<file path="src/shared/counter_array_consts.vh">
// register addresses, field positions and reset values of the counter array
`ifndef COUNTER_ARRAY_CONSTS_VH
`define COUNTER_ARRAY_CONSTS_VH
`define ADDR_COUNTER_MODE 8'hd9
`define ADDR_COUNTER_CONTROL 8'hd8
`define ADDR_MODULE_MODE0 8'hda
`define ADDR_MODULE_VALUE_LOW0 8'hea
`define ADDR_MODULE_VALUE_HIGH0 8'hfa
`define ADDR_COUNTER_LOW 8'he9
`define ADDR_COUNTER_HIGH 8'hf9
`define NUM_MODULES 5
`define WATCHDOG_MODULE 4
`define MODE_IDLE_STOP 7
`define MODE_WATCHDOG_EN 6
`define MODE_SRC_HI 2
`define MODE_SRC_LO 1
`define MODE_OVF_IRQ_EN 0
`define CTRL_OVF_FLAG 7
`define CTRL_RUN 6
`define MM_COMPARE_EN 6
`define MM_RISE_CAP 5
`define MM_FALL_CAP 4
`define MM_MATCH_EN 3
`define MM_TOGGLE_EN 2
`define MM_PWM_EN 1
`define MM_IRQ_EN 0
`define SRC_DIV6 2'h0
`define SRC_DIV2 2'h1
`define SRC_TIMER0 2'h2
`define SRC_EXT 2'h3
`define DIV6_LAST 3'h5
`define RESET_BYTE 8'h00
`define COUNTER_ALL_ONES 16'hffff
`define LOW_BYTE_ALL_ONES 8'hff
`define COUNT_RESET 16'h0000
`define COUNT_STEP 16'h0001
`define PRESCALE_RESET 3'h0
`define PRESCALE_STEP 3'h1
`define MODULE_MODE_RESET 7'h00
`define MM_MSB 6
`define FLAGS_RESET 5'h00
`define CTRL_FLAGS_MSB 4
`define PIN_IDLE 5'h1f
`define SYNC_IDLE 6'h3f
`define CLAIM_RESET 6'h00
`define MODE_WRITABLE 8'hc7
`endif

</file>
<file path="src/counter_array.v">
// five-module capture/compare counter array with shared 16-bit time base
`include "counter_array_consts.vh"

module counter_array (
  input wire clk,
  input wire sys_rst,
  input wire [7:0] sfr_addr,
  input wire [7:0] sfr_wdata,
  input wire sfr_wr,
  input wire sfr_rd,
  output reg [7:0] sfr_rdata_r,
  input wire cpu_idle,
  input wire timer0_overflow,
  input wire external_count_input,
  input wire [4:0] module_pin_in,
  output reg [4:0] module_pin_r,
  output reg [5:0] pin_claim_r,
  output reg irq_r,
  output reg watchdog_reset_r
);

  reg [7:0] counter_mode_r;
  reg run_r;
  reg overflow_flag_r;
  reg [4:0] event_flag_r;
  reg [15:0] count_r;
  reg [2:0] prescale_r;
  reg [6:0] module_mode_r [0:4];
  reg [7:0] value_low_r [0:4];
  reg [7:0] value_high_r [0:4];
  reg [5:0] sync1_r;
  reg [5:0] sync2_r;
  reg [5:0] sync3_r;
  reg [5:0] pin_claim_nxt;
  reg [4:0] pin_nxt;
  reg [4:0] flag_nxt;
  reg [4:0] match_w;
  reg [4:0] capture_w;
  reg [7:0] rdata_nxt;
  reg tick;
  reg halted;
  reg [15:0] count_nxt;
  reg [4:0] pwm_on; // per module: pwm bit and compare enable both set
  reg [4:0] irq_enables; // per module flag interrupt enables, gathered
  reg counter_wrap; // tick taken while the counter stands at all ones
  integer i;

  // true when addr hits the per-module register group at base
  function hit;
    input [7:0] addr;
    input [7:0] base;
    input integer n;
    begin
      hit = (addr == base + n[7:0]);
    end
  endfunction

  // rising/falling edge on a synchronised line
  function edge_seen;
    input prev;
    input cur;
    input rise_en;
    input fall_en;
    begin
      edge_seen = (rise_en & ~prev & cur) | (fall_en & prev & ~cur);
    end
  endfunction

  // count source field of the mode register; read by the tick mux and
  // by the pin claim, so both always agree on which source is live
  function [1:0] src_of;
    input [7:0] mode;
    begin
      src_of = {mode[`MODE_SRC_HI], mode[`MODE_SRC_LO]};
    end
  endfunction

  // pwm needs both its own bit and the comparator enable
  function pwm_mode;
    input [6:0] mm;
    begin
      pwm_mode = mm[`MM_PWM_EN] & mm[`MM_COMPARE_EN];
    end
  endfunction

  // timing notes for users of this block:
  // - a compare match is seen on the tick that moves the counter onto
  //   the module value, so a value written equal to a frozen count
  //   never matches until the counter comes round again
  // - captures take the counter as it stood before the edge's tick,
  //   three clocks after the pin moved (two sync stages plus compare)
  // - the counter bytes are separate registers with no latch, so a
  //   running counter read as two bytes may tear across a carry
  // - the watchdog request is internal only and lasts one clock

  // tick generation and halt condition
  always @* begin
    halted = ~run_r | (counter_mode_r[`MODE_IDLE_STOP] & cpu_idle);
    case (src_of(counter_mode_r))
      `SRC_DIV6: tick = (prescale_r == `DIV6_LAST);
      `SRC_DIV2: tick = prescale_r[0];
      `SRC_TIMER0: tick = timer0_overflow;
      `SRC_EXT: tick = ~sync3_r[5] & sync2_r[5];
      default: tick = 1'b0;
    endcase
    tick = tick & ~halted;
    count_nxt = tick ? count_r + `COUNT_STEP : count_r;
    // wrap from all ones to zero is the overflow event
    counter_wrap = tick & (count_r == `COUNTER_ALL_ONES);
  end

  // module compare and capture decode, all against the single counter
  always @* begin
    for (i = 0; i < `NUM_MODULES; i = i + 1) begin
      match_w[i] = module_mode_r[i][`MM_COMPARE_EN] & tick &
        (count_nxt == {value_high_r[i], value_low_r[i]});
      capture_w[i] = edge_seen(sync3_r[i], sync2_r[i],
        module_mode_r[i][`MM_RISE_CAP], module_mode_r[i][`MM_FALL_CAP]);
      pwm_on[i] = pwm_mode(module_mode_r[i]);
      irq_enables[i] = module_mode_r[i][`MM_IRQ_EN];
    end
  end

  // next values for pins, flags and pin claims
  always @* begin
    for (i = 0; i < `NUM_MODULES; i = i + 1) begin
      pin_nxt[i] = module_pin_r[i];
      if (pwm_on[i]) begin
        pin_nxt[i] = (count_r[7:0] >= value_low_r[i]);
      end else if (match_w[i] & module_mode_r[i][`MM_TOGGLE_EN] &
          module_mode_r[i][`MM_MATCH_EN]) begin
        pin_nxt[i] = ~module_pin_r[i];
      end
      flag_nxt[i] = (match_w[i] & module_mode_r[i][`MM_MATCH_EN]) | capture_w[i];
      pin_claim_nxt[i + 1] = |module_mode_r[i][`MM_RISE_CAP:`MM_PWM_EN];
    end
    pin_claim_nxt[0] = (src_of(counter_mode_r) == `SRC_EXT);
  end

  // register read mux; unmapped reads return zero
  always @* begin
    rdata_nxt = `RESET_BYTE;
    if (sfr_addr == `ADDR_COUNTER_MODE)
      rdata_nxt = counter_mode_r;
    if (sfr_addr == `ADDR_COUNTER_CONTROL)
      rdata_nxt = {overflow_flag_r, run_r, 1'b0, event_flag_r};
    if (sfr_addr == `ADDR_COUNTER_LOW)
      rdata_nxt = count_r[7:0];
    if (sfr_addr == `ADDR_COUNTER_HIGH)
      rdata_nxt = count_r[15:8];
    for (i = 0; i < `NUM_MODULES; i = i + 1) begin
      if (hit(sfr_addr, `ADDR_MODULE_MODE0, i))
        rdata_nxt = {1'b0, module_mode_r[i]};
      if (hit(sfr_addr, `ADDR_MODULE_VALUE_LOW0, i))
        rdata_nxt = value_low_r[i];
      if (hit(sfr_addr, `ADDR_MODULE_VALUE_HIGH0, i))
        rdata_nxt = value_high_r[i];
    end
  end

  // synchronisers: stage 1 feeds only stage 2; they reset to the idle-high
  // pin level so a quiet pin shows no false rising edge after reset
  always @(posedge clk or posedge sys_rst) begin
    if (sys_rst) begin
      sync1_r <= `SYNC_IDLE;
      sync2_r <= `SYNC_IDLE;
      sync3_r <= `SYNC_IDLE;
    end else begin
      sync1_r <= {external_count_input, module_pin_in};
      sync2_r <= sync1_r;
      sync3_r <= sync2_r;
    end
  end

  // prescaler free-runs while counting so div2 and div6 stay in phase;
  // a halt parks it at zero so a restart always begins a whole period
  always @(posedge clk or posedge sys_rst) begin
    if (sys_rst) begin
      prescale_r <= `PRESCALE_RESET;
    end else if (halted | (prescale_r == `DIV6_LAST)) begin
      prescale_r <= `PRESCALE_RESET;
    end else begin
      prescale_r <= prescale_r + `PRESCALE_STEP;
    end
  end

  // the one shared counter; a byte write beats a same-cycle tick on that
  // byte only, the other byte still takes the incremented value
  always @(posedge clk or posedge sys_rst) begin
    if (sys_rst) begin
      count_r <= `COUNT_RESET;
    end else begin
      count_r <= count_nxt;
      if (sfr_wr & (sfr_addr == `ADDR_COUNTER_LOW))
        count_r[7:0] <= sfr_wdata;
      if (sfr_wr & (sfr_addr == `ADDR_COUNTER_HIGH))
        count_r[15:8] <= sfr_wdata;
    end
  end

  // mode register and run bit
  always @(posedge clk or posedge sys_rst) begin
    if (sys_rst) begin
      counter_mode_r <= `RESET_BYTE;
      run_r <= 1'b0;
    end else if (sfr_wr) begin
      if (sfr_addr == `ADDR_COUNTER_MODE)
        counter_mode_r <= sfr_wdata & `MODE_WRITABLE; // reserved bits held at zero
      if (sfr_addr == `ADDR_COUNTER_CONTROL)
        run_r <= sfr_wdata[`CTRL_RUN];
    end
  end

  // status flags: hardware set wins over a same-cycle software clear, so
  // an event landing on the clearing write is never lost
  always @(posedge clk or posedge sys_rst) begin
    if (sys_rst) begin
      overflow_flag_r <= 1'b0;
      event_flag_r <= `FLAGS_RESET;
    end else begin
      if (counter_wrap)
        overflow_flag_r <= 1'b1;
      else if (sfr_wr & (sfr_addr == `ADDR_COUNTER_CONTROL))
        overflow_flag_r <= sfr_wdata[`CTRL_OVF_FLAG];
      event_flag_r <= (sfr_wr & (sfr_addr == `ADDR_COUNTER_CONTROL) ?
        sfr_wdata[`CTRL_FLAGS_MSB:0] : event_flag_r) | flag_nxt;
    end
  end

  // module registers: mode, compare/capture values, pwm reload
  always @(posedge clk or posedge sys_rst) begin
    if (sys_rst) begin
      for (i = 0; i < `NUM_MODULES; i = i + 1) begin
        module_mode_r[i] <= `MODULE_MODE_RESET;
        value_low_r[i] <= `RESET_BYTE;
        value_high_r[i] <= `RESET_BYTE;
      end
    end else begin
      for (i = 0; i < `NUM_MODULES; i = i + 1) begin
        if (sfr_wr & hit(sfr_addr, `ADDR_MODULE_MODE0, i))
          module_mode_r[i] <= sfr_wdata[`MM_MSB:0];
        if (sfr_wr & hit(sfr_addr, `ADDR_MODULE_VALUE_LOW0, i))
          value_low_r[i] <= sfr_wdata;
        if (sfr_wr & hit(sfr_addr, `ADDR_MODULE_VALUE_HIGH0, i))
          value_high_r[i] <= sfr_wdata;
        // duty reload only at wrap so a period never sees a half update
        if (pwm_on[i] & tick & (count_r[7:0] == `LOW_BYTE_ALL_ONES))
          value_low_r[i] <= value_high_r[i];
        if (capture_w[i]) begin
          value_low_r[i] <= count_r[7:0];
          value_high_r[i] <= count_r[15:8];
        end
      end
    end
  end

  // registered outputs
  always @(posedge clk or posedge sys_rst) begin
    if (sys_rst) begin
      module_pin_r <= `PIN_IDLE;
      pin_claim_r <= `CLAIM_RESET;
      irq_r <= 1'b0;
      watchdog_reset_r <= 1'b0;
      sfr_rdata_r <= `RESET_BYTE;
    end else begin
      module_pin_r <= pin_nxt;
      pin_claim_r <= pin_claim_nxt;
      // one shared line for the overflow and all five module sources
      irq_r <= (overflow_flag_r & counter_mode_r[`MODE_OVF_IRQ_EN]) |
        (|(event_flag_r & irq_enables));
      // internal reset only; the external reset pin is not touched here
      watchdog_reset_r <= counter_mode_r[`MODE_WATCHDOG_EN] &
        match_w[`WATCHDOG_MODULE];
      if (sfr_rd)
        sfr_rdata_r <= rdata_nxt;
    end
  end

endmodule // counter_array

</file>
<file path="config.mk">
export PLATFORM = sky130hd
export DESIGN_NAME = counter_array
export DESIGN_NICKNAME = d
export VERILOG_FILES = /design/src/counter_array.v
export VERILOG_INCLUDE_DIRS = /design/src /design/src/shared
export SDC_FILE = /design/constraint.sdc
export NUM_CORES = 1
export LEC_CHECK = 0
export BUFFER_PORTS_ARGS = -buffer_cell sky130_fd_sc_hd__buf_2
export CELL_PAD_IN_SITES_DETAIL_PLACEMENT = 0
export CELL_PAD_IN_SITES_GLOBAL_PLACEMENT = 1
export CORE_ASPECT_RATIO = 1.1
export CORE_MARGIN = 3
export CORE_UTILIZATION = 39
export DETAILED_ROUTE_END_ITERATION = 6
export HOLD_SLACK_MARGIN = 0.05
export PLACE_DENSITY = 0.81
export SLEW_MARGIN = 30
export SYNTH_ARGS = -nofsm -noshare
export SYNTH_HDL_FRONTEND = slang
export SYNTH_SLANG_ARGS = --single-unit
</file>
<file path="constraint.sdc">
create_clock -name clk -period 6.85 [get_ports clk]
set_input_delay 1.7125 -clock clk [delete_from_list [all_inputs] [get_ports clk]]
set_output_delay 1.7125 -clock clk [all_outputs]
set_load 0.03 [all_outputs]
</file>
* Word-level counts from Yosys, hierarchy flattened
Cells that the tools add are included.
** Storage, ports and cells
- Flip-flop bits (word level) :: 185
- Bits in latches :: 0
- RAM bits :: 0
- Bits in read-only memories :: 0
- Input port bits :: 28
- Output and inout port bits :: 21
- Memories kept :: 0
** Cells by class
- Add/sub/neg operators :: 2
- $mul :: 0
- Divide/modulo/power cells :: 0
- $lt $le $gt $ge :: 5
- Equality and inequality tests :: 30
- Shifts and indexed selects :: 0
- Multiplexer cells :: 62
- Bitwise logic cells :: 117
- Reductions and logical operators :: 25
** Operators by type and width (count)
- $mux 8 :: 46
- $eq 8x8->1 const B :: 20
- $and 1x1->1 :: 84
- $eq 16x16->1 :: 5
- $ge 8x8->1 :: 5
- $reduce_or 5->1 :: 6
- $reduce_bool 2->1 :: 11
- $not 1->1 :: 18
- $add 16x1->16 const B :: 1
- $eq 16x16->1 const B :: 1
- $mux 16 :: 1
- $reduce_bool 3->1 :: 5
- $or 1x1->1 :: 13
- $mux 1 :: 12
- $and 5x5->5 :: 1
- $mux 5 :: 1
- $or 5x5->5 :: 1
- $eq 2x2->1 const B :: 2
- $pmux 1 s4 :: 1
- $reduce_and 2->1 :: 2
- $add 3x1->3 const B :: 1
- $eq 3x3->1 const B :: 1
- $mux 3 :: 1
- $eq 2x1->1 const B :: 1
- $logic_not 2->1 :: 1

* Depth between registers and ports, before layout
- Depth after elaboration :: 20
- Gate-level depth with buffers :: 13
- Depth with buffers taken out :: 11

* Worst setup path before layout
No wires, ideal clock.
- Path kind :: input-to-reg
- Start point :: input timer0_overflow
- End point :: register module_pin_r[4]
- Library setup time :: 82 ps
- Arrival time :: 4031 ps
- Required time :: 6768 ps
- Setup slack :: 2737 ps
- Stages on the path :: 11
- Path buffers :: 2
- Cell sequence :: a21oi_1 > a32o_1 > buf_6 > or4_4 > buf_6 > a311o_1 > nor4_1 > nand4_1 > nor4_2 > xnor2_1 > a22oi_1
** On the way
- Longest elaborated chain between the ends :: 8
- Elaborated cells between the ends (all ways) :: 9
- Classes of those cells :: eq/ne (1); mux (2); bitwise (5); reduce/logical (1)
** Ends and longest elaborated chain
- start, declared :: line counter_array.v:13 : input wire timer0_overflow,
- $pmux 1 s4 * :: line counter_array.v:99 : case (src_of(counter_mode_r))
- $and 1x1->1 * :: line counter_array.v:106 : tick = tick & ~halted;
- $mux 16 :: line counter_array.v:107 : count_nxt = tick ? count_r + `COUNT_STEP : count_r;
- $eq 16x16->1 :: line counter_array.v:116 : (count_nxt == {value_high_r[i], value_low_r[i]});
- $and 1x1->1 * :: line counter_array.v:115 : match_w[i] = module_mode_r[i][`MM_COMPARE_EN] & tick &
- $and 1x1->1 * (2 in series) :: line counter_array.v:130 : end else if (match_w[i] & module_mode_r[i][`MM_TOGGLE_EN] &
- $reduce_bool 2->1 (no line) *
- end signal, assigned :: line counter_array.v:260 : module_pin_r <= `PIN_IDLE;
- end signal, assigned :: line counter_array.v:266 : module_pin_r <= pin_nxt;
- end, declared :: line counter_array.v:16 : output reg [4:0] module_pin_r,
Mark *: on every way between the ends. The rest lies on a longest branch, timed or not.
A chain may end at the register's enable or synchronous reset.

* Final worst setup path
- Start point :: input cpu_idle
- End point :: register module_pin_r[4]
** On the way
- Longest elaborated chain between the ends :: 10
- Elaborated cells between the ends (all ways) :: 11
- Classes of those cells :: eq/ne (1); mux (1); bitwise (8); reduce/logical (1)
** Ends and longest elaborated chain
- start, declared :: line counter_array.v:12 : input wire cpu_idle,
- $and 1x1->1 * :: line counter_array.v:98 : halted = ~run_r | (counter_mode_r[`MODE_IDLE_STOP] & cpu_idle);
- $or 1x1->1 * :: line counter_array.v:98
- $not 1->1 * :: line counter_array.v:106
- $and 1x1->1 * :: line counter_array.v:106
- $mux 16 :: line counter_array.v:107
- $eq 16x16->1 :: line counter_array.v:116
- $and 1x1->1 * :: line counter_array.v:115
- $and 1x1->1 * (2 in series) :: line counter_array.v:130
- $reduce_bool 2->1 (no line) *
Marks and branches as above.

==> out/results.ini <==
[synthesis]
synth-seq-cells = 185
synthTopCellsByCount = 162 x dfrtp_1, 125 x nand2_1, 122 x nor2_1
synthesis.nets = 1377
synth_area_um2 = 11900
yosys_most_used_dff = dfrtp_1
synth_top_area_share_pct = 34.0
yosys-top-cells-area = dfrtp_1 34%, mux2i_1 7.4%, xnor2_1 5.6%
synth_edf_count = 0
synth_top_area_cell = dfrtp_1
syn_area_per_cell_um2 = 9.14
synth_warnings = 0
synth_cells = 1306
ys_seq_area_share_pct = 39.0
synth.distinct_cells = 68
yosysMostFrequentCell = dfrtp_1
async_flop_share_pct = 100

[route]
ant_nets = 0
wl_mm = 45.9
avgRoutedWirePerCell_um = 26.4
via_count = 10600
dr.pass1.iters = 5
drcViolationCount = 0
vias_per_cell = 6.10
drt_iter0_drc = 1195

[finish]
fin_nets = 1388
syn_to_final_growth_pct = 10.8
fin_util_pct = 44.2
final_layout_size_suffix_gt1_share_pct = 14.4
final_area_um2 = 13200
num_antenna_cells = 0

[clocking]
clk_pin_slew_worst_paths_ns = 0.08
cts_buffer_depth = 2
insertion_delay_ns = 0.45
cts_tree = yes
cts_resized = 0
cts_setup_buffers = 0
ctsHoldBuffers = 0
cts_sinks = 185
cts_buffers = 17
h-tree-depth = 4
cts_root_buffer = clkbuf_16

[place]
portBuffers = 48
place_area_um2 = 12600
dp_hpwl_mm = 31.7
post-place-ws_ns = 1.92
gp_congestion = 1.03

[sta]
fin_skew_ns = 0.0112
fmax_ghz = 0.215
period_needed_ns = 4.65
grt_setup_unrepaired = false
fin_crit_sh_pct = 67.9
slew_viol_final = 0
slew_headroom_pct = 27.8
setup_viol_count_final = 0
timing.final.ws_setup_ns = 2.20
fin_tns_setup_ns = 0
hold_violations = 0
worst_pin_slew_ns = 1.07

[global_routing]
gr-usage-met1_pct = 38.0
grt_usage_pct = 27.9
grt_use_met3_pct = 6.26
busiest_layer = met2
overflow = 0
grt_pass1_wl_mm = 68.2
grt_max_degree = 140
grt_pass1_vias = 10300
met2_usage_pct = 41.7
antenna_found_initial = 0

[floorplan]
fp.coreArea_um2 = 29900
dieArea_um2 = 32700
fp.dieH_um = 189
rows = 66
start_util_pct = 39.9
die_width_um = 173
io_pins = 49

[critical_path]
required_ns = 7.22
startpoint_type = input pin
cpMostUsedCell = xnor2_1
path_class = input pin to flip-flop
critPathArrivalTime_ns = 5.02
crit_fanout = 7
crit_path_end_kind = flip-flop
setup.worst_path.start = cpu_idle
path_cells = buf_2 -> a21boi_1 -> nand4_1 -> nor3_1 -> xnor2_1 -> xnor2_1 -> a2111o_1 -> nor4_2 -> xnor2_1 -> a22oi_1
slowest_stage = nor3_1
reg2reg_from = count_r[3]
slowest_delay_ns = 0.94

[pwr]
ir_worst_vdd_v = 0.000176
leakagePower_nw = 5.55
p_total_w = 0.00378
power.density_nw_per_um2 = 286

[run_status]
status = finished clean

[job]
max_cap_violations = 0

[hold_path]
min_from = sync1_r[1]
min_path_type = flip-flop to flip-flop

[cell families (layout without fill, tap and decap cells)]
kind of cell    count (synthesis)  count (layout)  share of synthesized area [%]
compound gates                324             324                           16.6
simple gates                  398             398                           15.7
fa+ha+maj                      43              43                           4.51
buf+inv                       124             148                           4.04
xor+xnor                      101             101                           8.68
mux                           131             131                           11.4
flops                         185             185                           39.0
[report_power, final]
part	switching (W)	internal [W]
Combinational	0.000510	0.000468
Sequential	0.000428	0.00132
Clock	0.000501	0.000555
[metrics by stage]
step	hold slack, ns	cells
floorplan	0.345	1306
global placement	0.346	1706
detailed placement	0.347	1706
CTS	0.356	1738
global route	0.356	1738
finish	0.353	1738
[per-layer routing]
layer	part of all wire, %	wire length [um]	vias to the layer above
li1	-	-	4736
met1	41	18900	5114
met2	43	20000	608
met3	9.8	4520	138
met4	5.6	2580	0
met5	0	0	-
[cell type report]
class | instances | area (um^2)
repair buffers | 69 | 398
clock inverters | 15 | 181
clock buffers | 17 | 425
inverters | 47 | 189
fillers | 2995 | 16700
well taps | 408 | 510
flip-flops and latches | 185 | 4660
multi-input cells | 997 | 6860
[layout by cell type (no fill, tap or decap), types with 17 or more instances in the layout]
cell type / synthesis / routed
nand2_1: 125 / 125
o22ai_1: 18 / 18
dfrtp_1: 162 / 161
xnor2_1: 76 / 71
nand4_1: 17 / 17
a21oi_1: 101 / 101
dfstp_2: 23 / 23
mux2i_1: 88 / 88
buf_4: 0 / 21
buf_2: 1 / 48
inv_1: 47 / 46
nor2_1: 122 / 121
o21ai_0: 95 / 95
nand3_1: 24 / 24
nor4_1: 26 / 25
mux2_2: 43 / 43
a22oi_1: 21 / 21
clkbuf_16: 0 / 17
nor3_1: 20 / 19
ha_1: 43 / 43
[critical path, delay by kind of cell]
| family | cells | cell delay, ns |
|---|---|---|
| xor+xnor | 3 | 0.58 |
| buf+inv | 1 | 0.11 |
| compound gates | 3 | 0.97 |
| simple gates | 3 | 1.65 |
[worst paths after layout]
path                                    endpoint  slack, ns  depth (start not counted)
min in group asynchronous       value_high_r[13]       1.36                          2
worst max-delay path             module_pin_r[4]       2.20                         10
worst max register to register   module_pin_r[4]       2.87                          9
worst min register to register        sync2_r[1]       0.35                          0
max in group asynchronous        value_low_r[18]       4.24                          3
worst min-delay path                  sync2_r[1]       0.35                          0
[state kept, by name, indices dropped and copies added, names as in the netlist]
name and flops:
sync1_r 6, module_mode_r 24, overflow_flag_r 1, sync2_r 6, prescale_r 3, module_pin_r 5
watchdog_reset_r 1, pwm_mode.mm 7, counter_mode_r 5, sync3_r 6, value_low_r 40, count_r 16
pin_claim_r 6, irq_r 1, event_flag_r 5, sfr_rdata_r 8, value_high_r 40, run_r 1
irq_enables 4
(Power assumes the default switching activity.)
